$ cat src/shc_cfg.svh
/*
 * Constants of the standby halt controller: modes, timing, register map.
 * Assumes one 40 MHz clock that is also the oscillator input.
 */
`ifndef SHC_CFG_SVH
`define SHC_CFG_SVH
`define SHC_MODE_RUN   2'h0
`define SHC_MODE_STOP  2'h1
`define SHC_MODE_OIDLE 2'h2
`define SHC_MODE_PIDLE 2'h3
`define SHC_NMI_LEVEL  3'h7
`define SHC_ENTER_CYC  2'h3
`define SHC_WARM_RST   16'h0100
`define SHC_RST_HOLD_MS  3
`define SHC_MCLK_KHZ     40000
`define SHC_RST_HOLD_CYC (`SHC_RST_HOLD_MS * `SHC_MCLK_KHZ)
`define SHC_OFS_CTRL   5'h00
`define SHC_OFS_WARM   5'h04
`define SHC_OFS_STAT   5'h08
`define SHC_OFS_EVT    5'h0c
`define SHC_OFS_MASK   5'h10
`define SHC_EV_ENTER   0
`define SHC_EV_SERVE   1
`define SHC_EV_RESUME  2
`define SHC_EV_HELD    3
`define SHC_EV_W       4
`endif

$ cat src/shc_pkg.sv
/*
 * Types shared by the standby halt controller.
 * Assumes nothing beyond a SystemVerilog compiler.
 */
`default_nettype none
package shc_pkg;
	typedef enum logic [3:0] {
		ST_ACT   = 4'b0001,
		ST_ENTER = 4'b0010,
		ST_HALT  = 4'b0100,
		ST_WARM  = 4'b1000
	} shc_state_t;

	typedef struct packed {
		logic       nmi;
		logic       ext;
		logic [2:0] ext_lvl;
		logic       wdt;
		logic [2:0] wdt_lvl;
		logic       adc;
		logic [2:0] adc_lvl;
		logic       per;
		logic [2:0] per_lvl;
	} shc_wake_req_t;

	typedef struct packed {
		logic cpu;
		logic periph;
		logic subset;
		logic osc;
	} shc_clk_gate_t;
endpackage
`default_nettype wire

$ cat src/shc_standby_ctrl.sv
/*
 * Standby halt controller: enters the selected low-power mode on a halt
 * instruction, gates clocks, decides wake-up and times oscillator warm-up.
 * Assumes the cpu gives one-cycle instruction pulses and the interrupt
 * controller gives one-cycle request pulses with levels, all on mclk.
 */
// The placing of the registers and the Avalon-MM interface to the registers were chosen for this implementation.
`default_nettype none
`include "shc_cfg.svh"

module shc_standby_ctrl #(
	parameter int WARM_W = 16
) (
	input  wire logic                  mclk,              // 40 MHz clock
	input  wire logic                  resetn,            // sync reset
	input  wire logic [4:0]            avs_address,       // byte address
	input  wire logic                  avs_read,          // read strobe
	input  wire logic                  avs_write,         // write strobe
	input  wire logic [31:0]           avs_writedata,     // write data
	output logic      [31:0]           avs_readdata,      // read data
	output logic                       avs_waitrequest,   // stall
	input  wire logic                  halt_exec,         // halt pulse
	input  wire logic [2:0]            irq_mask_level,    // cpu mask
	input  wire shc_pkg::shc_wake_req_t wake_req,         // requests
	input  wire logic                  held_ack,          // held taken
	input  wire logic                  enable_irq_instr,  // ei pulse
	input  wire logic                  disable_irq_instr, // di pulse
	input  wire logic                  flag_clear_instr,  // clear pulse
	output shc_pkg::shc_clk_gate_t     clk_gate,          // enables
	output logic                       serve_pulse,       // wake, serve
	output logic                       resume_pulse,      // wake, resume
	output logic                       held_nmi,          // nmi pending
	output logic                       held_ext,          // ext pending
	output logic                       ext_flag_keep,     // ext flag kept
	output logic                       irq_enabled,       // ie state
	output logic                       flag_clear_apply,  // clear lands
	output logic                       irq                // interrupt
);

	function automatic shc_pkg::shc_clk_gate_t gates(
		input shc_pkg::shc_state_t st,
		input logic [1:0]          md
	);
		shc_pkg::shc_clk_gate_t g;
		g = '0;
		case (st)
		shc_pkg::ST_ACT: begin
			g = '1;
		end
		shc_pkg::ST_WARM: begin
			g.osc = 1'b1;
		end
		shc_pkg::ST_ENTER, shc_pkg::ST_HALT: begin
			case (md)
			`SHC_MODE_RUN: begin
				g.periph = 1'b1;
				g.subset = 1'b1;
				g.osc    = 1'b1;
			end
			`SHC_MODE_PIDLE: begin
				g.subset = 1'b1;
				g.osc    = 1'b1;
			end
			`SHC_MODE_OIDLE: begin
				g.osc = 1'b1;
			end
			default: begin
				g.osc = 1'b0;
			end
			endcase
		end
		default: begin
			g = '1;
		end
		endcase
		return g;
	endfunction

	function automatic logic above(
		input logic [2:0] lvl,
		input logic [2:0] mask
	);
		return lvl > mask;
	endfunction

	shc_pkg::shc_state_t    state_reg;
	shc_pkg::shc_state_t    state_next;
	shc_pkg::shc_clk_gate_t gate_reg;
	logic [1:0]             mode_sel_reg;
	logic [1:0]             mode_reg;
	logic [1:0]             mode_eff;
	logic [WARM_W-1:0]      warm_reg;
	logic [WARM_W-1:0]      warm_cnt_reg;
	logic [1:0]             enter_cnt_reg;
	logic                   svc;
	logic                   resume_only;
	logic                   wake;
	logic                   svc_keep_reg;
	logic                   serve_reg;
	logic                   resume_reg;
	logic                   held_nmi_reg;
	logic                   held_ext_reg;
	logic                   ext_keep_reg;
	logic                   irq_en_reg;
	logic                   clr_d1_reg;
	logic                   clr_apply_reg;
	logic                   ack_reg;
	logic                   wr_go;
	logic                   rd_go;
	logic [31:0]            rd_mux;
	logic [31:0]            rdata_reg;
	logic [`SHC_EV_W-1:0]   evt_reg;
	logic [`SHC_EV_W-1:0]   evt_set;
	logic [`SHC_EV_W-1:0]   mask_reg;
	logic                   to_act;
	logic                   halt_go;

	// wake decision; the non-maskable source skips the level compare,
	// so it is taken whatever the mask holds
	always_comb begin
		svc = wake_req.nmi;
		svc = svc | (wake_req.ext &&
			above(wake_req.ext_lvl, irq_mask_level));
		if (mode_reg == `SHC_MODE_RUN) begin
			svc = svc | (wake_req.wdt &&
				above(wake_req.wdt_lvl, irq_mask_level));
			svc = svc | (wake_req.adc &&
				above(wake_req.adc_lvl, irq_mask_level));
		end
		if (mode_reg == `SHC_MODE_RUN ||
		    mode_reg == `SHC_MODE_PIDLE) begin
			svc = svc | (wake_req.per &&
				above(wake_req.per_lvl, irq_mask_level));
		end
		resume_only = wake_req.ext && !svc;
	end

	// in oscillator idle the request path is pure logic, so it sees the
	// request without the stopped system clock; the move out is clocked
	assign wake    = (state_reg == shc_pkg::ST_HALT) &&
	                 (svc || resume_only);
	assign halt_go = (state_reg == shc_pkg::ST_ACT) && halt_exec;
	assign mode_eff = halt_go ? mode_sel_reg : mode_reg;

	always_comb begin
		state_next = state_reg;
		case (state_reg)
		shc_pkg::ST_ACT: begin
			if (halt_exec) begin
				if (mode_sel_reg == `SHC_MODE_STOP ||
				    mode_sel_reg == `SHC_MODE_OIDLE) begin
					state_next = shc_pkg::ST_ENTER;
				end else begin
					state_next = shc_pkg::ST_HALT;
				end
			end
		end
		shc_pkg::ST_ENTER: begin
			if (enter_cnt_reg == `SHC_ENTER_CYC - 2'h1) begin
				state_next = shc_pkg::ST_HALT;
			end
		end
		shc_pkg::ST_HALT: begin
			if (wake) begin
				if (mode_reg == `SHC_MODE_STOP) begin
					state_next = shc_pkg::ST_WARM;
				end else begin
					state_next = shc_pkg::ST_ACT;
				end
			end
		end
		shc_pkg::ST_WARM: begin
			if (warm_cnt_reg >= warm_reg) begin
				state_next = shc_pkg::ST_ACT;
			end
		end
		default: begin
			state_next = shc_pkg::ST_ACT;
		end
		endcase
	end

	assign to_act = (state_next == shc_pkg::ST_ACT) &&
	                (state_reg == shc_pkg::ST_HALT ||
	                 state_reg == shc_pkg::ST_WARM);

	// reset drops any standby at once; ram is not held here, so it
	// keeps its contents while every setting below returns to default
	always_ff @(posedge mclk) begin
		if (!resetn) begin
			state_reg <= shc_pkg::ST_ACT;
			gate_reg  <= '1;
		end else begin
			state_reg <= state_next;
			gate_reg  <= gates(state_next, mode_eff);
		end
	end

	always_ff @(posedge mclk) begin
		if (!resetn) begin
			mode_reg <= `SHC_MODE_RUN;
		end else if (halt_go) begin
			mode_reg <= mode_sel_reg;
		end
	end

	always_ff @(posedge mclk) begin
		if (!resetn || state_reg != shc_pkg::ST_ENTER) begin
			enter_cnt_reg <= 2'h0;
		end else begin
			enter_cnt_reg <= enter_cnt_reg + 2'h1;
		end
	end

	// mclk is the oscillator input, so this counts restarted cycles
	always_ff @(posedge mclk) begin
		if (!resetn || state_reg != shc_pkg::ST_WARM) begin
			warm_cnt_reg <= '0;
		end else begin
			warm_cnt_reg <= warm_cnt_reg + 1'b1;
		end
	end

	always_ff @(posedge mclk) begin
		if (!resetn) begin
			svc_keep_reg <= 1'b0;
			serve_reg    <= 1'b0;
			resume_reg   <= 1'b0;
		end else begin
			if (wake) begin
				svc_keep_reg <= svc;
			end
			if (state_reg == shc_pkg::ST_WARM) begin
				serve_reg  <= to_act && svc_keep_reg;
				resume_reg <= to_act && !svc_keep_reg;
			end else begin
				serve_reg  <= to_act && svc;
				resume_reg <= to_act && resume_only;
			end
		end
	end

	// requests in the entry window do not wake; nmi and ext ones stay pending
	// until held_ack, which the interrupt controller gives with the next serve
	always_ff @(posedge mclk) begin
		if (!resetn) begin
			held_nmi_reg <= 1'b0;
			held_ext_reg <= 1'b0;
		end else begin
			held_nmi_reg <= (held_nmi_reg && !held_ack) ||
				(state_reg == shc_pkg::ST_ENTER &&
				 wake_req.nmi);
			held_ext_reg <= (held_ext_reg && !held_ack) ||
				(state_reg == shc_pkg::ST_ENTER &&
				 wake_req.ext);
		end
	end

	// a level ext line must stay high until service starts; the kept
	// flag only covers the below-mask resume straight from halt, not the one after full-stop warm-up
	always_ff @(posedge mclk) begin
		if (!resetn) begin
			ext_keep_reg <= 1'b0;
		end else begin
			ext_keep_reg <= (ext_keep_reg && !clr_apply_reg) ||
				(to_act && state_reg == shc_pkg::ST_HALT &&
				 resume_only);
		end
	end

	// clear lands two cycles on, enable one: an enable placed right
	// after a clear opens the gate before the flag drops
	always_ff @(posedge mclk) begin
		if (!resetn) begin
			irq_en_reg    <= 1'b0;
			clr_d1_reg    <= 1'b0;
			clr_apply_reg <= 1'b0;
		end else begin
			if (disable_irq_instr) begin
				irq_en_reg <= 1'b0;
			end else if (enable_irq_instr) begin
				irq_en_reg <= 1'b1;
			end
			clr_d1_reg    <= flag_clear_instr;
			clr_apply_reg <= clr_d1_reg;
		end
	end

	// bus: one wait cycle, then the access completes
	assign avs_waitrequest = (avs_read || avs_write) && !ack_reg;
	assign wr_go = avs_write && ack_reg;
	assign rd_go = avs_read && ack_reg;

	always_ff @(posedge mclk) begin
		if (!resetn) begin
			ack_reg <= 1'b0;
		end else begin
			ack_reg <= (avs_read || avs_write) && !ack_reg;
		end
	end

	always_comb begin
		rd_mux = 32'h0000_0000;
		case (avs_address)
		`SHC_OFS_CTRL: rd_mux[1:0] = mode_sel_reg;
		`SHC_OFS_WARM: rd_mux[WARM_W-1:0] = warm_reg;
		`SHC_OFS_STAT: rd_mux[9:0] = {irq_en_reg, ext_keep_reg,
			held_ext_reg, held_nmi_reg, mode_reg, state_reg};
		`SHC_OFS_EVT:  rd_mux[`SHC_EV_W-1:0] = evt_reg;
		`SHC_OFS_MASK: rd_mux[`SHC_EV_W-1:0] = mask_reg;
		default:       rd_mux = 32'h0000_0000;
		endcase
	end

	always_ff @(posedge mclk) begin
		if (!resetn) begin
			rdata_reg <= 32'h0000_0000;
		end else if (avs_read && !ack_reg) begin
			rdata_reg <= rd_mux;
		end
	end

	always_ff @(posedge mclk) begin
		if (!resetn) begin
			mode_sel_reg <= `SHC_MODE_RUN;
			warm_reg     <= WARM_W'(`SHC_WARM_RST);
			mask_reg     <= '0;
		end else if (wr_go) begin
			case (avs_address)
			`SHC_OFS_CTRL: mode_sel_reg <= avs_writedata[1:0];
			`SHC_OFS_WARM: warm_reg <= avs_writedata[WARM_W-1:0];
			`SHC_OFS_MASK: mask_reg <= avs_writedata[`SHC_EV_W-1:0];
			default:       mask_reg <= mask_reg;
			endcase
		end
	end

	// only bits that were captured for the read are cleared, so an
	// event landing during the access survives
	always_comb begin
		evt_set = '0;
		evt_set[`SHC_EV_ENTER]  = halt_go;
		evt_set[`SHC_EV_SERVE]  = serve_reg;
		evt_set[`SHC_EV_RESUME] = resume_reg;
		evt_set[`SHC_EV_HELD]   = state_reg == shc_pkg::ST_ENTER &&
			(wake_req.nmi || wake_req.ext);
	end

	always_ff @(posedge mclk) begin
		if (!resetn) begin
			evt_reg <= '0;
		end else if (rd_go && avs_address == `SHC_OFS_EVT) begin
			evt_reg <= (evt_reg & ~rdata_reg[`SHC_EV_W-1:0]) | evt_set;
		end else begin
			evt_reg <= evt_reg | evt_set;
		end
	end

	assign avs_readdata     = rdata_reg;
	assign clk_gate         = gate_reg;
	assign serve_pulse      = serve_reg;
	assign resume_pulse     = resume_reg;
	assign held_nmi         = held_nmi_reg;
	assign held_ext         = held_ext_reg;
	assign ext_flag_keep    = ext_keep_reg;
	assign irq_enabled      = irq_en_reg;
	assign flag_clear_apply = clr_apply_reg;
	assign irq              = |(evt_reg & mask_reg);

	halt_cpu_a: assert property (@(posedge mclk) disable iff (!resetn)
		state_reg == shc_pkg::ST_HALT |-> !clk_gate.cpu)
		else $error("cpu clock running in halt");

	stop_osc_a: assert property (@(posedge mclk) disable iff (!resetn)
		state_reg == shc_pkg::ST_HALT && mode_reg == `SHC_MODE_STOP
		|-> clk_gate == '0)
		else $error("clock alive in full stop");

	oidle_gate_a: assert property (@(posedge mclk) disable iff (!resetn)
		state_reg == shc_pkg::ST_HALT && mode_reg == `SHC_MODE_OIDLE
		|-> clk_gate.osc && !clk_gate.subset && !clk_gate.periph)
		else $error("bad gates in oscillator idle");

	pidle_gate_a: assert property (@(posedge mclk) disable iff (!resetn)
		state_reg == shc_pkg::ST_HALT && mode_reg == `SHC_MODE_PIDLE
		|-> clk_gate.subset && clk_gate.osc && !clk_gate.periph)
		else $error("bad gates in peripheral idle");

	enter_len_a: assert property (@(posedge mclk) disable iff (!resetn)
		halt_go && mode_sel_reg == `SHC_MODE_OIDLE
		|=> (state_reg == shc_pkg::ST_ENTER)[*3]
		##1 state_reg == shc_pkg::ST_HALT)
		else $error("entry window not three cycles");

	nmi_wake_a: assert property (@(posedge mclk) disable iff (!resetn)
		state_reg == shc_pkg::ST_HALT && wake_req.nmi &&
		mode_reg != `SHC_MODE_STOP |=> serve_pulse && clk_gate.cpu)
		else $error("nmi did not wake and serve");

	stop_warm_a: assert property (@(posedge mclk) disable iff (!resetn)
		state_reg == shc_pkg::ST_HALT && mode_reg == `SHC_MODE_STOP &&
		wake_req.ext |=> state_reg == shc_pkg::ST_WARM && !serve_pulse)
		else $error("full stop skipped warm-up");

	warm_hold_a: assert property (@(posedge mclk) disable iff (!resetn)
		state_reg == shc_pkg::ST_WARM && warm_cnt_reg < warm_reg
		|=> state_reg == shc_pkg::ST_WARM && !clk_gate.cpu)
		else $error("warm-up cut short");

	ext_resume_a: assert property (@(posedge mclk) disable iff (!resetn)
		state_reg == shc_pkg::ST_HALT && mode_reg == `SHC_MODE_RUN &&
		resume_only |=> resume_pulse && ext_flag_keep && !serve_pulse)
		else $error("ext below mask not resumed");

	mask_stay_a: assert property (@(posedge mclk) disable iff (!resetn)
		state_reg == shc_pkg::ST_HALT && !wake_req.nmi && !wake_req.ext
		&& mode_reg == `SHC_MODE_OIDLE
		|=> state_reg == shc_pkg::ST_HALT)
		else $error("ineligible source woke idle");

	early_hold_a: assert property (@(posedge mclk) disable iff (!resetn)
		state_reg == shc_pkg::ST_ENTER && wake_req.nmi
		|=> held_nmi && state_reg != shc_pkg::ST_ACT)
		else $error("entry request not held");

	clear_lag_a: assert property (@(posedge mclk) disable iff (!resetn)
		flag_clear_instr |-> ##2 flag_clear_apply)
		else $error("flag clear lag wrong");

	reset_rel_a: assert property (@(posedge mclk)
		!resetn |=> state_reg == shc_pkg::ST_ACT && clk_gate == '1)
		else $error("reset did not release standby");

endmodule
`default_nettype wire

$ cat config.mk
export PLATFORM = sky130hd
export DESIGN_NAME = shc_standby_ctrl
export DESIGN_NICKNAME = d
export VERILOG_FILES = /design/src/shc_pkg.sv /design/src/shc_standby_ctrl.sv
export VERILOG_INCLUDE_DIRS = /design/src
export SDC_FILE = /design/constraint.sdc
export NUM_CORES = 1
export LEC_CHECK = 0
export ABC_CLOCK_PERIOD_IN_PS = 2480
export BUFFER_PORTS_ARGS = -buffer_cell sky130_fd_sc_hd__buf_2
export CAP_MARGIN = 20
export CORE_UTILIZATION = 53
export CTS_CLUSTER_DIAMETER = 60
export CTS_CLUSTER_SIZE = 24
export DETAILED_ROUTE_END_ITERATION = 12
export PLACE_DENSITY = 0.85
export SETUP_SLACK_MARGIN = 0.1
export SYNTH_ARGS = -nofsm -noshare
export SYNTH_HDL_FRONTEND = slang
export SYNTH_SLANG_ARGS = --single-unit
$ cat constraint.sdc
create_clock -name mclk -period 2.48 [get_ports mclk]
set_input_delay 0.372 -clock mclk [delete_from_list [all_inputs] [get_ports mclk]]
set_output_delay 0.372 -clock mclk [all_outputs]
set_load 0.01 [all_outputs]
==> results of run 1 <==
## Yosys cell counts (all sizes together)
library cell  instances
a32o                  2
or2                   2
o2111ai               1
nor2b                 6
dfxtp                80
clkinv                1
xnor2                 5
and2b                 1
nand4                 7
a2111oi               2
inv                  35
conb                  1
nand2b                3
mux2i                23
nor4b                 4
clkbuf               13
xor2                  6
a222oi                3
a211oi                4
and3                 10
nor2                 60
a31o                  1
nand2                33
a31oi                 5
a221oi                7
buf                  19
o21a                  4
nand3                13
and2                  2
nor3b                 1
or3                   7
ha                   34
nor3                 10
and4                  1
nand4bb               1
and3b                 2
nand4b                1
or4b                  1
o211ai                2
a22oi                 6
nand3b                1
a21oi                33
o211a                 1
o21ai                18
## cell families (layout without fill, tap and decap cells)
group	count (synthesis)	in the layout	share of synthesized area (%)
xor gates and xnor gates	11	11	2.32
muxes	23	23	5.54
and+or+nand+nor	166	166	20.6
other	1	16	0.0902
AOI/OAI and AO/OA	89	89	14.5
buffers and inverters	68	136	8.19
DFF	80	80	38.5
adders and majority gates	34	34	10.2
## final cells by class
| type | instances | area [um^2] | share of cell area, % |
|---|---|---|---|
| multi-input combinational | 339 | 2300 | 47.8 |
| sequential | 80 | 1600 | 33.4 |
| timing repair buffer | 84 | 435 | 9.07 |
| inverter | 36 | 135 | 2.81 |
| clock buffer | 9 | 124 | 2.58 |
| tap | 99 | 124 | 2.58 |
| clock inverter | 7 | 85.1 | 1.77 |
## per-layer routing
layer / vias to the layer above / wire [um] / GRT usage (%)
met3: 19 / 617 / 5.30
met1: 1743 / 4210 / 30.6
met2: 151 / 4880 / 41.7
met5: - / 0 / 0
li1: 1786 / - / -
met4: 0 / 182 / 9.68
## worst reg2reg max path, delay by kind of cell (launching register included)
kind                       cells  cell delay (ns)
AOI/OAI and AO/OA              5             1.19
adders and majority gates      1             0.35
buffers and inverters          1             0.06
DFF                            1             0.39
and+or+nand+nor                1             0.16
## worst min path at each step
stage,startpoint,to,slack [ns]
detailed placement,enter_cnt_reg[0]$_SDFF_PP0_,enter_cnt_reg[0]$_SDFF_PP0_,0.40
floorplan,enter_cnt_reg[0]$_SDFF_PP0_,enter_cnt_reg[0]$_SDFF_PP0_,0.39
CTS,disable_irq_instr,irq_enabled$_SDFFE_PP0P_,0.15
finish,disable_irq_instr,irq_enabled$_SDFFE_PP0P_,0.16
global route,disable_irq_instr,irq_enabled$_SDFFE_PP0P_,0.14
global placement,enter_cnt_reg[0]$_SDFF_PP0_,enter_cnt_reg[0]$_SDFF_PP0_,0.40
## metrics by stage
step	std cells	setup slack (ns)	instance area [um^2]	hold WS (ns)	total power, W
floorplan	487	0.445	4210	0.392	0.00151
global placement	638	0.196	4570	0.401	0.00158
detailed placement	638	0.101	4570	0.404	0.00159
CTS	654	0.119	4770	0.155	0.00258
global route	654	0.0925	4800	0.145	0.00269
finish	654	0.221	4800	0.164	0.00258
## power by group through the flow
stage | clock (W) | sequential (W) | combinational, W
after global placement | 0 | 0.00135 | 0.000226
after CTS | 0.00102 | 0.00132 | 0.000238
after detailed placement | 0 | 0.00135 | 0.000236
after global routing | 0.00109 | 0.00133 | 0.000268
final | 0.00101 | 0.00132 | 0.000240
after floorplan | 0 | 0.00136 | 0.000155
==> run summary, run 1 <==
Status: finished, final reports clean
H-tree depth: 3
Gr ovfl total: 0
Post-synth top area share: 38.5%
DIE WIDTH: 90.5 um
# hold bufs at CTS: 0
Critical Path Most Common Cell: o21ai_1
Drt initial violations: 174
Area Growth Syn to Fin: 15.5%
RSZ-0062 raised after global routing: false
Port Buffers: 78
Inserted Diodes: 0
Max Slew Vio Count: 0
P_sw: 0.000683 W
Worst-Skew Late Latency: 0.36 ns
Critical Path Fanout Max: 4
NumNets Final: 650
Layout cells sized above 1: 20.9%
Worst-Margin Slew: 0.661 ns
Fin util: 64.8%
Combinational share of power: 9.3%
Tmin final: 2.26 ns
Fin. Hold Viols: 0
R2R Path Start: warm_reg[11]$_SDFFE_PN0P_
PD cells: 536 nW/um^2
GP Congestion: 0.854
Final Cycle Share: 91.1%
Io pins: 111
Wirelength per Cell: 15.1 um
Peak VDD IR: 0.240 mV
Sequential area share after synthesis: 38.5%
Number of max-cap violations: 0
Die area: 8200 um^2
R2r setup slk: 0.22 ns
Leak pwr: 2.05 nW
Critical path endpoint: clk_gate[1]$_SDFF_PN1_
CP required: 2.71 ns
Crit. path cell count: 8
Residual DRC: 0
Worst path cell trace: inv_1 -> ha_1 -> a21oi_1 -> o21ai_1 -> a2111oi_4 -> nand2_2 -> a221oi_4 -> o21ai_1
CTS tree: built
Crit-path leading delay family: compound AO/OA/AOI/OAI gates
Final WL: 9890 um
Postcts setup bufs: 0
Clock Skews: 0.0127 ns
Critical Path Start Type: flop
Seq cells post-synth: 80
First-pass GRT wire length: 16300 um
Initial antenna violation count: 0
Die height: 90.5 um
Sinks on Clock Net: 80
Crit path buf inv count: 1
Initial DRT Pass Iterations: 7
Syn Area/Cell: 8.80 um^2
Detail Placement HPWL: 7400 um
Seq pwr share: 51.4%
# setup viols final: 0
Gr usage total: 24.7%
Fmax: 0.443 GHz
Most frequent cells in the layout: dfxtp_1 (80), buf_2 (78), nor2_1 (60)
Hold Path Class: in -> reg
Routed vias/inst: 5.66
Clock Power Share: 39.2%
Crit Path Class: reg -> reg
Post-route setup TNS: 0 ns
Initial Util: 56.1%
Vias: 3699
Worst Setup End Kind: flop
RR Endpoint: clk_gate[1]$_SDFF_PN1_
Total CTS buffers: 9
Switching Fraction: 26.5%
Internal power: 0.00189 W
Synth Warn #: 0
Detail Route Antenna Nets: 0
Crit path from: warm_reg[11]$_SDFFE_PN0P_
Cells on worst reg2reg path: 8
Synthesized cell area: 4160 um^2
Root buffer cell: clkbuf_8
Commonest non-fill, non-tap cell in the layout: dfxtp_1
Core area: 7410 um^2
Cts repair resizes: 0
Layout filler cell count: 625
Slowest stage delay, CP: 0.44 ns
Largest area contributor in the netlist: dfxtp_1
Row cnt: 31
Synth top area cells: dfxtp_1 (39%), ha_1 (10%), mux2i_1 (5.5%)
Vias in the first global route: 3561
Post-Synthesis Cells: 472
Slew HR: 55.8%
WHS Path Cells: 2
Worst-case clock buffer depth: 2
Clk slew on worst S/H paths: 0.10 ns
WP data arrival: 2.49 ns
Slowest stage cell on the critical path: a2111oi_4
Yosys cell types: 55
Largest net degree at the start of global routing: 32
No activity file was read; power rests on OpenSTA's default activity.
==> run 2: changes to the inputs <==
--- a/config.mk
+++ b/config.mk
@@ -6,14 +6,14 @@
 export SDC_FILE = /design/constraint.sdc
 export NUM_CORES = 1
 export LEC_CHECK = 0
-export ABC_CLOCK_PERIOD_IN_PS = 2480
+export ABC_CLOCK_PERIOD_IN_PS = 2900
 export BUFFER_PORTS_ARGS = -buffer_cell sky130_fd_sc_hd__buf_2
 export CAP_MARGIN = 20
-export CORE_UTILIZATION = 53
-export CTS_CLUSTER_DIAMETER = 60
+export CORE_UTILIZATION = 55
+export CTS_CLUSTER_DIAMETER = 80
 export CTS_CLUSTER_SIZE = 24
 export DETAILED_ROUTE_END_ITERATION = 12
-export PLACE_DENSITY = 0.85
+export PLACE_DENSITY = 0.88
 export SETUP_SLACK_MARGIN = 0.1
 export SYNTH_ARGS = -nofsm -noshare
 export SYNTH_HDL_FRONTEND = slang
==> constraint.sdc (replaced) <==
create_clock -name mclk -period 2.9 [get_ports mclk]
set_input_delay 0.435 -clock mclk [delete_from_list [all_inputs] [get_ports mclk]]
set_output_delay 0.435 -clock mclk [all_outputs]
set_load 0.01 [all_outputs]
==> run 2 against run 1 <==
Net effect: critical path depth unchanged; largest power group unchanged; clock-buffer cell count up 1; utilization barely moved; die area is 3.6% lower; clock power decreased by 28%; total power fell by 20%; critical path type unchanged; combinational power shrank 14%; clock skew is 0.0034 ns higher.
==> run summary, run 2 (synthesis gave the netlist of run 1 again) <==
Wirelength per Cell: 14.9 um (-1.3%)
Routed vias/inst: 5.75 (+1.6%)
Clk slew on worst S/H paths: 0.08 ns (-0.02 ns)
Total CTS buffers: 9 (unchanged)
Row cnt: 31 (unchanged)
WP data arrival: 2.60 ns (+0.11 ns)
Layout cells sized above 1: 20.3% (-0.61 points)
Final WS setup: 0.517 ns (+0.296 ns)
Tmin final: 2.38 ns (+0.124 ns)
Gr ovfl total: 0 (unchanged)
Critical Path Most Common Cell: o21ai_1
Detail Route Antenna Nets: 0 (unchanged)
Slew HR: 54.6% (-1.2 points)
DR top layer: met4
Initial antenna violation count: 0 (unchanged)
Clock Power Share: 35.3% (-3.9 points)
Leak pwr: 2.01 nW (-1.8%)
Gr usage total: 25.9% (+1.2 points)
RSZ-0062 raised after global routing: false
Peak VDD IR: 0.391 mV (+63%)
GP Congestion: 0.885 (+3.6%)
CP required: 3.12 ns (+0.41 ns)
Vias: 3741 (+1.1%)
NumNets Final: 648 (-0.31%)
First-pass GRT wire length: 15700 um (-4.1%)
PD cells: 438 nW/um^2 (-18%)
DIE WIDTH: 88.9 um (-1.8%)
Worst-Margin Slew: 0.680 ns (+0.0184 ns)
Number of max-cap violations: 0 (unchanged)
Internal power: 0.00153 W (-19%)
Sinks on Clock Net: 80 (unchanged)
Postcts setup bufs: 0 (unchanged)
R2R Path Start: warm_reg[11]$_SDFFE_PN0P_
Final Hold Slack: 0.249 ns (+0.0851 ns)
Die area: 7910 um^2 (-3.6%)
WHS Path Cells: 2 (unchanged)
Fmax: 0.420 GHz (-5.2%)
Post-route setup TNS: 0 ns (unchanged)
Die height: 88.9 um (-1.8%)
Initial DRT Pass Iterations: 4 (-3)
Hold Path Class: in -> reg
Final WL: 9710 um (-1.8%)
Drt initial violations: 230 (+32%)
P_sw: 0.000541 W (-21%)
Layout filler cell count: 609 (-2.6%)
Initial Util: 57.0% (+0.90 points)
RR Endpoint: clk_gate[1]$_SDFF_PN1_
Switching Fraction: 26.1% (-0.40 points)
Root buffer cell: clkbuf_8
Status: finished, final reports clean
Slowest stage cell on the critical path: a2111oi_2
Crit path buf inv count: 1 (unchanged)
Worst path cell trace: inv_1 -> ha_1 -> a21oi_1 -> o21ai_1 -> a2111oi_2 -> nand2_1 -> a221oi_2 -> o21ai_1
# hold bufs at CTS: 0 (unchanged)
CTS tree: built
H-tree depth: 3 (unchanged)
Vias in the first global route: 3549 (-0.34%)
Final Non-Filler Cells: 651 (-0.46%)
Detail Placement HPWL: 7390 um (about the same)
Hold path start: disable_irq_instr
Met3 WL: 600 um (-2.8%)
Fin. Hold Viols: 0 (unchanged)
Worst-case clock buffer depth: 2 (unchanged)
Cells on worst reg2reg path: 8 (unchanged)
Crit Path Class: reg -> reg
Residual DRC: 0 (unchanged)
Core area: 7290 um^2 (-1.6%)
Seq pwr share: 54.8% (+3.4 points)
Io pins: 111 (unchanged)
Pre-CTS setup slack: 0.505 ns (+0.404 ns)
Worst Setup End Kind: flop
Slowest stage delay, CP: 0.49 ns (+0.05 ns)
Clock Skews: 0.0160 ns (+0.00338 ns)
Wl on met1: 4120 um (-2.2%)
Combinational share of power: 10.0% (+0.7 points)
Area Growth Syn to Fin: 13.6%
Inserted Diodes: 0 (unchanged)
Max Slew Vio Count: 0 (unchanged)
Placed cells: 636 (-0.31%)
Port Buffers: 78 (unchanged)
Largest net degree at the start of global routing: 45 (+41%)
Total power: 0.00207 W (-20%)
Met2 wire len: 4600 um (-5.7%)
Critical Path Fanout Max: 4 (unchanged)
Most frequent cells in the layout: dfxtp_1 (80), buf_2 (78), nor2_1 (60)
Worst-Skew Late Latency: 0.35 ns (about the same)
Worst Hold Path EP: irq_enabled$_SDFFE_PP0P_
Commonest non-fill, non-tap cell in the layout: dfxtp_1
# setup viols final: 0 (unchanged)
Crit-path leading delay family: compound AO/OA/AOI/OAI gates
Final Cycle Share: 82.2% (-8.9 points)
R2r setup slk: 0.52 ns (+0.30 ns)
Cts repair resizes: 0 (unchanged)
Critical Path Start Type: flop
-- run 2: cell types whose count changed in the layout (fill, tap and decap cells not counted), sizes merged --
cell / previous run / this run
buf: 84 / 82
bufinv: 1 / 0
clkbuf: 9 / 10
clkinv: 3 / 4
clkinvlp: 0 / 2
inv: 39 / 35
-- run 2: layout make-up --
cell class                      instances  area (um^2)  share of cell area [%]
Clock buffer                           10          138                    2.91
Inverter                               36          135                    2.86
Multi-Input combinational cell        339         2270                    48.1
Sequential cell                        80         1600                    33.9
Timing Repair Buffer                   82          420                    8.90
Clock inverter                          5         33.8                   0.715
Tap cell                               99          124                    2.62
-- run 2: per-layer routing --
metal | vias up | global-route usage (%)
li1 | 1779 | -
met1 | 1756 | 30.9
met2 | 164 | 42.8
met3 | 42 | 5.63
met4 | 0 | 15.8
met5 | - | 0
-- run 2: metrics by stage --
step,util (%),cell area (um^2)
after detailed placement,62.4,4550
after floorplan,-,4210
after CTS,64.8,4720
final,64.8,4720
after global routing,64.8,4720
after global placement,62.4,4550
-- run 2: worst max path at each step --
stage | from | endpoint | slack, ns | cells after the start
global route | warm_reg[13]$_SDFFE_PN0P_ | clk_gate[1]$_SDFF_PN1_ | 0.34 | 8
floorplan | irq_mask_level[2] | serve_pulse$_SDFF_PN0_ | 0.80 | 8
finish | warm_reg[11]$_SDFFE_PN0P_ | clk_gate[1]$_SDFF_PN1_ | 0.52 | 8
detailed placement | irq_mask_level[1] | clk_gate[1]$_SDFF_PN1_ | 0.50 | 9
CTS | warm_reg[13]$_SDFFE_PN0P_ | clk_gate[1]$_SDFF_PN1_ | 0.52 | 8
global placement | irq_mask_level[2] | clk_gate[1]$_SDFF_PN1_ | 0.56 | 9
-- run 2: worst reg2reg max path: cells and delay by family (launching register included) --
| kind | cells | cell delay [ns] |
|---|---|---|
| AOI/OAI and AO/OA | 5 | 1.28 |
| DFF | 1 | 0.37 |
| adders and majority gates | 1 | 0.33 |
| and+or+nand+nor | 1 | 0.21 |
| buffers and inverters | 1 | 0.07 |
-- run 2: power groups by stage --
stage | Clock, W | Sequential (W) | Combinational [W]
final | 0.000730 | 0.00113 | 0.000206
after global routing | 0.000783 | 0.00114 | 0.000229
after CTS | 0.000734 | 0.00113 | 0.000204
after detailed placement | 0 | 0.00116 | 0.000202
after global placement | 0 | 0.00116 | 0.000192
after floorplan | 0 | 0.00116 | 0.000133
==> run 3: changes to the inputs <==
--- a/config.mk
+++ b/config.mk
@@ -6,14 +6,15 @@
 export SDC_FILE = /design/constraint.sdc
 export NUM_CORES = 1
 export LEC_CHECK = 0
-export ABC_CLOCK_PERIOD_IN_PS = 2900
+export ABC_AREA = 1
+export ABC_CLOCK_PERIOD_IN_PS = 2300
 export BUFFER_PORTS_ARGS = -buffer_cell sky130_fd_sc_hd__buf_2
 export CAP_MARGIN = 20
-export CORE_UTILIZATION = 55
+export CORE_UTILIZATION = 53
 export CTS_CLUSTER_DIAMETER = 80
 export CTS_CLUSTER_SIZE = 24
 export DETAILED_ROUTE_END_ITERATION = 12
-export PLACE_DENSITY = 0.88
+export PLACE_DENSITY = 0.85
 export SETUP_SLACK_MARGIN = 0.1
 export SYNTH_ARGS = -nofsm -noshare
 export SYNTH_HDL_FRONTEND = slang
==> constraint.sdc (replaced) <==
create_clock -name mclk -period 2.3 [get_ports mclk]
set_input_delay 0.345 -clock mclk [delete_from_list [all_inputs] [get_ports mclk]]
set_output_delay 0.345 -clock mclk [all_outputs]
set_load 0.01 [all_outputs]
==> run 3 against run 2 <==
Net effect: critical path depth up 2; global-route usage decreased by 0.96 points; sequential power increased by 27%; non-clock buffer count is the same; highest routed layer unchanged; combinational power up 58%; critical endpoint is now clk_gate[2]$_SDFF_PN1_; sequential share of layout area fell by 0.43 points; critical path type unchanged; utilization shrank 0.19 points; clock-buffer cell count stayed put; clock skew is 0.0084 ns lower.
==> run summary, run 3 <==
Most frequent cell after synthesis: inv_1
WHS Path Cells: 2 (unchanged)
Fin area: 4780 um^2 (+1.3%)
Wirelength per Cell: 13.1 um (-12%)
Most used DFF post-synth: dfxtp_1
Routed vias/inst: 5.20 (-9.5%)
First-pass GRT wire length: 16400 um (+4.8%)
Placement Cell Area: 4560 um^2 (+0.28%)
Synth Warn #: 0 (unchanged)
PD cells: 608 nW/um^2 (+39%)
Worst Setup End Kind: flop
Detail Placement HPWL: 7500 um (+1.4%)
Hold Path Class: in -> reg
R2R Path Start: warm_reg[11]$_SDFFE_PN0P_
Total power: 0.00291 W (+41%)
Commonest non-fill, non-tap cell in the layout: inv_1
Final Hold Slack: 0.155 ns (-0.0940 ns)
Syn Area/Cell: 7.35 um^2 (-16%)
Seq cells post-synth: 80 (unchanged)
Crit Path Class: reg -> reg
R2r setup slk: 0.40 ns (-0.12 ns)
Largest area contributor in the netlist: dfxtp_1
Layout cells sized above 1: 17.5% (-2.8 points)
Layout filler cell count: 634 (+4.1%)
Pre-CTS setup slack: 0.165 ns (-0.340 ns)
Detail Route Antenna Nets: 0 (unchanged)
Most frequent cells in the layout: inv_1 (94), dfxtp_1 (80), buf_2 (78)
Number of flops mapped to enable cells by yosys: 0 (unchanged)
Sequential area share after synthesis: 38.6% (+0.081 points)
# setup viols final: 0 (unchanged)
Sinks on Clock Net: 80 (unchanged)
Ys async rst share: 0% (unchanged)
Worst-Skew Late Latency: 0.35 ns (about the same)
Max Slew Vio Count: 0 (unchanged)
Worst-case clock buffer depth: 2 (unchanged)
Post-synth top cells: inv_1 (94), dfxtp_1 (80), nand2_1 (76), a21oi_1 (61), o21ai_0 (53)
Total CTS buffers: 9 (unchanged)
Post-route setup TNS: 0 ns (unchanged)
Gr usage total: 24.9% (-0.96 points)
# hold bufs at CTS: 0 (unchanged)
Synth top area cells: dfxtp_1 (39%), ha_1 (10%), inv_1 (8.5%)
RR Endpoint: clk_gate[2]$_SDFF_PN1_
Worst Hold Path EP: irq_enabled$_SDFFE_PP0P_
Number of max-cap violations: 0 (unchanged)
Leak pwr: 2.18 nW (+8.5%)
Area Growth Syn to Fin: 15.4%
Core area: 7410 um^2 (+1.6%)
Postcts setup bufs: 0 (unchanged)
Residual DRC: 0 (unchanged)
Largest net degree at the start of global routing: 45 (unchanged)
Fmax: 0.526 GHz (+25%)
Clock Skews: 0.00762 ns (-0.00841 ns)
CTS tree: built
Yosys cell types: 36 (-35%)
Synthesized cell area: 4150 um^2 (-0.21%)
Hold path start: disable_irq_instr
NumNets Final: 741 (+14%)
Post-Synthesis Cells: 564 (+19%)
Final WL: 9780 um (+0.64%)
Vias: 3875 (+3.6%)
DIE WIDTH: 90.5 um (+1.7%)
Post-synth top area share: 38.6% (+0.081 points)
Critical Path Fanout Max: 4 (unchanged)
Fin. Hold Viols: 0 (unchanged)
Cts repair resizes: 0 (unchanged)
Die area: 8180 um^2 (+3.5%)
WP data arrival: 2.13 ns (-0.47 ns)
Tmin final: 1.90 ns (-0.480 ns)
Inserted Diodes: 0 (unchanged)
GP Congestion: 0.849 (-4.0%)
Row cnt: 31 (unchanged)
Initial antenna violation count: 0 (unchanged)
RSZ-0062 raised after global routing: false
Final Cycle Share: 82.7% (+0.56 points)
H-tree depth: 3 (unchanged)
Die height: 90.5 um (+1.7%)
Initial DRT Pass Iterations: 5 (+1)
Critical Path Start Type: flop
Io pins: 111 (unchanged)
Drt initial violations: 247 (+7.4%)
CP required: 2.52 ns (-0.60 ns)
Peak VDD IR: 0.383 mV (-2.3%)
Initial Util: 56.0% (-1.0 points)
Port Buffers: 78 (unchanged)
Cells on worst reg2reg path: 10 (+2)
Final WS setup: 0.398 ns (-0.120 ns)
Status: finished, final reports clean
Gr ovfl total: 0 (unchanged)
Clk slew on worst S/H paths: 0.08 ns (about the same)
Vias in the first global route: 3705 (+4.4%)
Root buffer cell: clkbuf_8
==> run 3: cell types whose count changed in the layout (fill, tap and decap cells not counted), sizes merged, moves of 6 or more <==
cell    previous run  this run
a21oi             33        61
a221oi             7         0
a22oi              6         0
and3              10         0
inv               35        95
mux2i             23         0
nand2             33        77
nand3             13        26
nor2b              6         0
o21ai             18        54
o221ai             0         6
or3                7         1
==> run 3: worst max-delay path: stages (launching register included) <==
cell and delay, ns:
dfxtp_1 0.34, inv_1 0.07, ha_1 0.33, a21oi_1 0.15, o21ai_0 0.10, a21oi_1 0.26, nand3_1 0.11, nand2_1 0.09
inv_1 0.05, nor2_2 0.18, nand3_1 0.11
==> run 3: how the worst max path moves through the flow <==
stage / startpoint / to / slack, ns / cells after the start
floorplan: irq_mask_level[2] / clk_gate[1]$_SDFF_PN1_ / 0.58 / 12
global placement: irq_mask_level[2] / clk_gate[2]$_SDFF_PN1_ / 0.30 / 13
detailed placement: irq_mask_level[2] / clk_gate[2]$_SDFF_PN1_ / 0.16 / 13
CTS: warm_reg[11]$_SDFFE_PN0P_ / clk_gate[2]$_SDFF_PN1_ / 0.41 / 10
global route: warm_reg[15]$_SDFFE_PN0P_ / clk_gate[2]$_SDFF_PN1_ / 0.29 / 10
finish: warm_reg[11]$_SDFFE_PN0P_ / clk_gate[2]$_SDFF_PN1_ / 0.40 / 10
==> run 3: metrics by stage <==
stage	std cells	utilization, %
after detailed placement	729	61.6
final	745	64.6
after global routing	745	64.6
after CTS	745	64.6
after floorplan	579	-
after global placement	729	61.6
==> run 3: kinds of logic (layout without fill, tap and decap cells) <==
logic type               Yosys count  after routing  synth area share, %
buffers and inverters            126            193                 13.0
other                              1             16               0.0904
XOR/XNOR                           3              3                0.634
AO/OA/AOI/OAI                    136            136                 17.8
flip-flops                        80             80                 38.6
AND/OR/NAND/NOR                  184            184                 19.5
adder cells (fa/ha/maj)           34             34                 10.3
==> run 3: where the power goes <==
part	switching (W)	leakage [nW]	internal (W)	total, W
combinational	0.000202	1.42	0.000124	0.000326
clock	0.000501	0.112	0.000635	0.00114
sequential	0.0000212	0.650	0.00142	0.00144
==> run 3: cell type report <==
cell class / count / area (um^2) / share of cell area [%]
multi-input cells: 373 / 2060 / 43.1
flip-flops and latches: 80 / 1600 / 33.5
repair buffers: 82 / 420 / 8.79
inverters: 95 / 357 / 7.45
clock buffers: 10 / 138 / 2.88
well taps: 99 / 124 / 2.59
clock inverters: 6 / 82.6 / 1.73
==> run 3: metal layers <==
layer	share of wire [%]	up-vias	track usage [%]
met1	43	1765	29.3
met3	4.3	28	5.64
li1	-	1967	-
met2	50	115	44.0
met4	2.4	0	9.41
met5	0	-	0
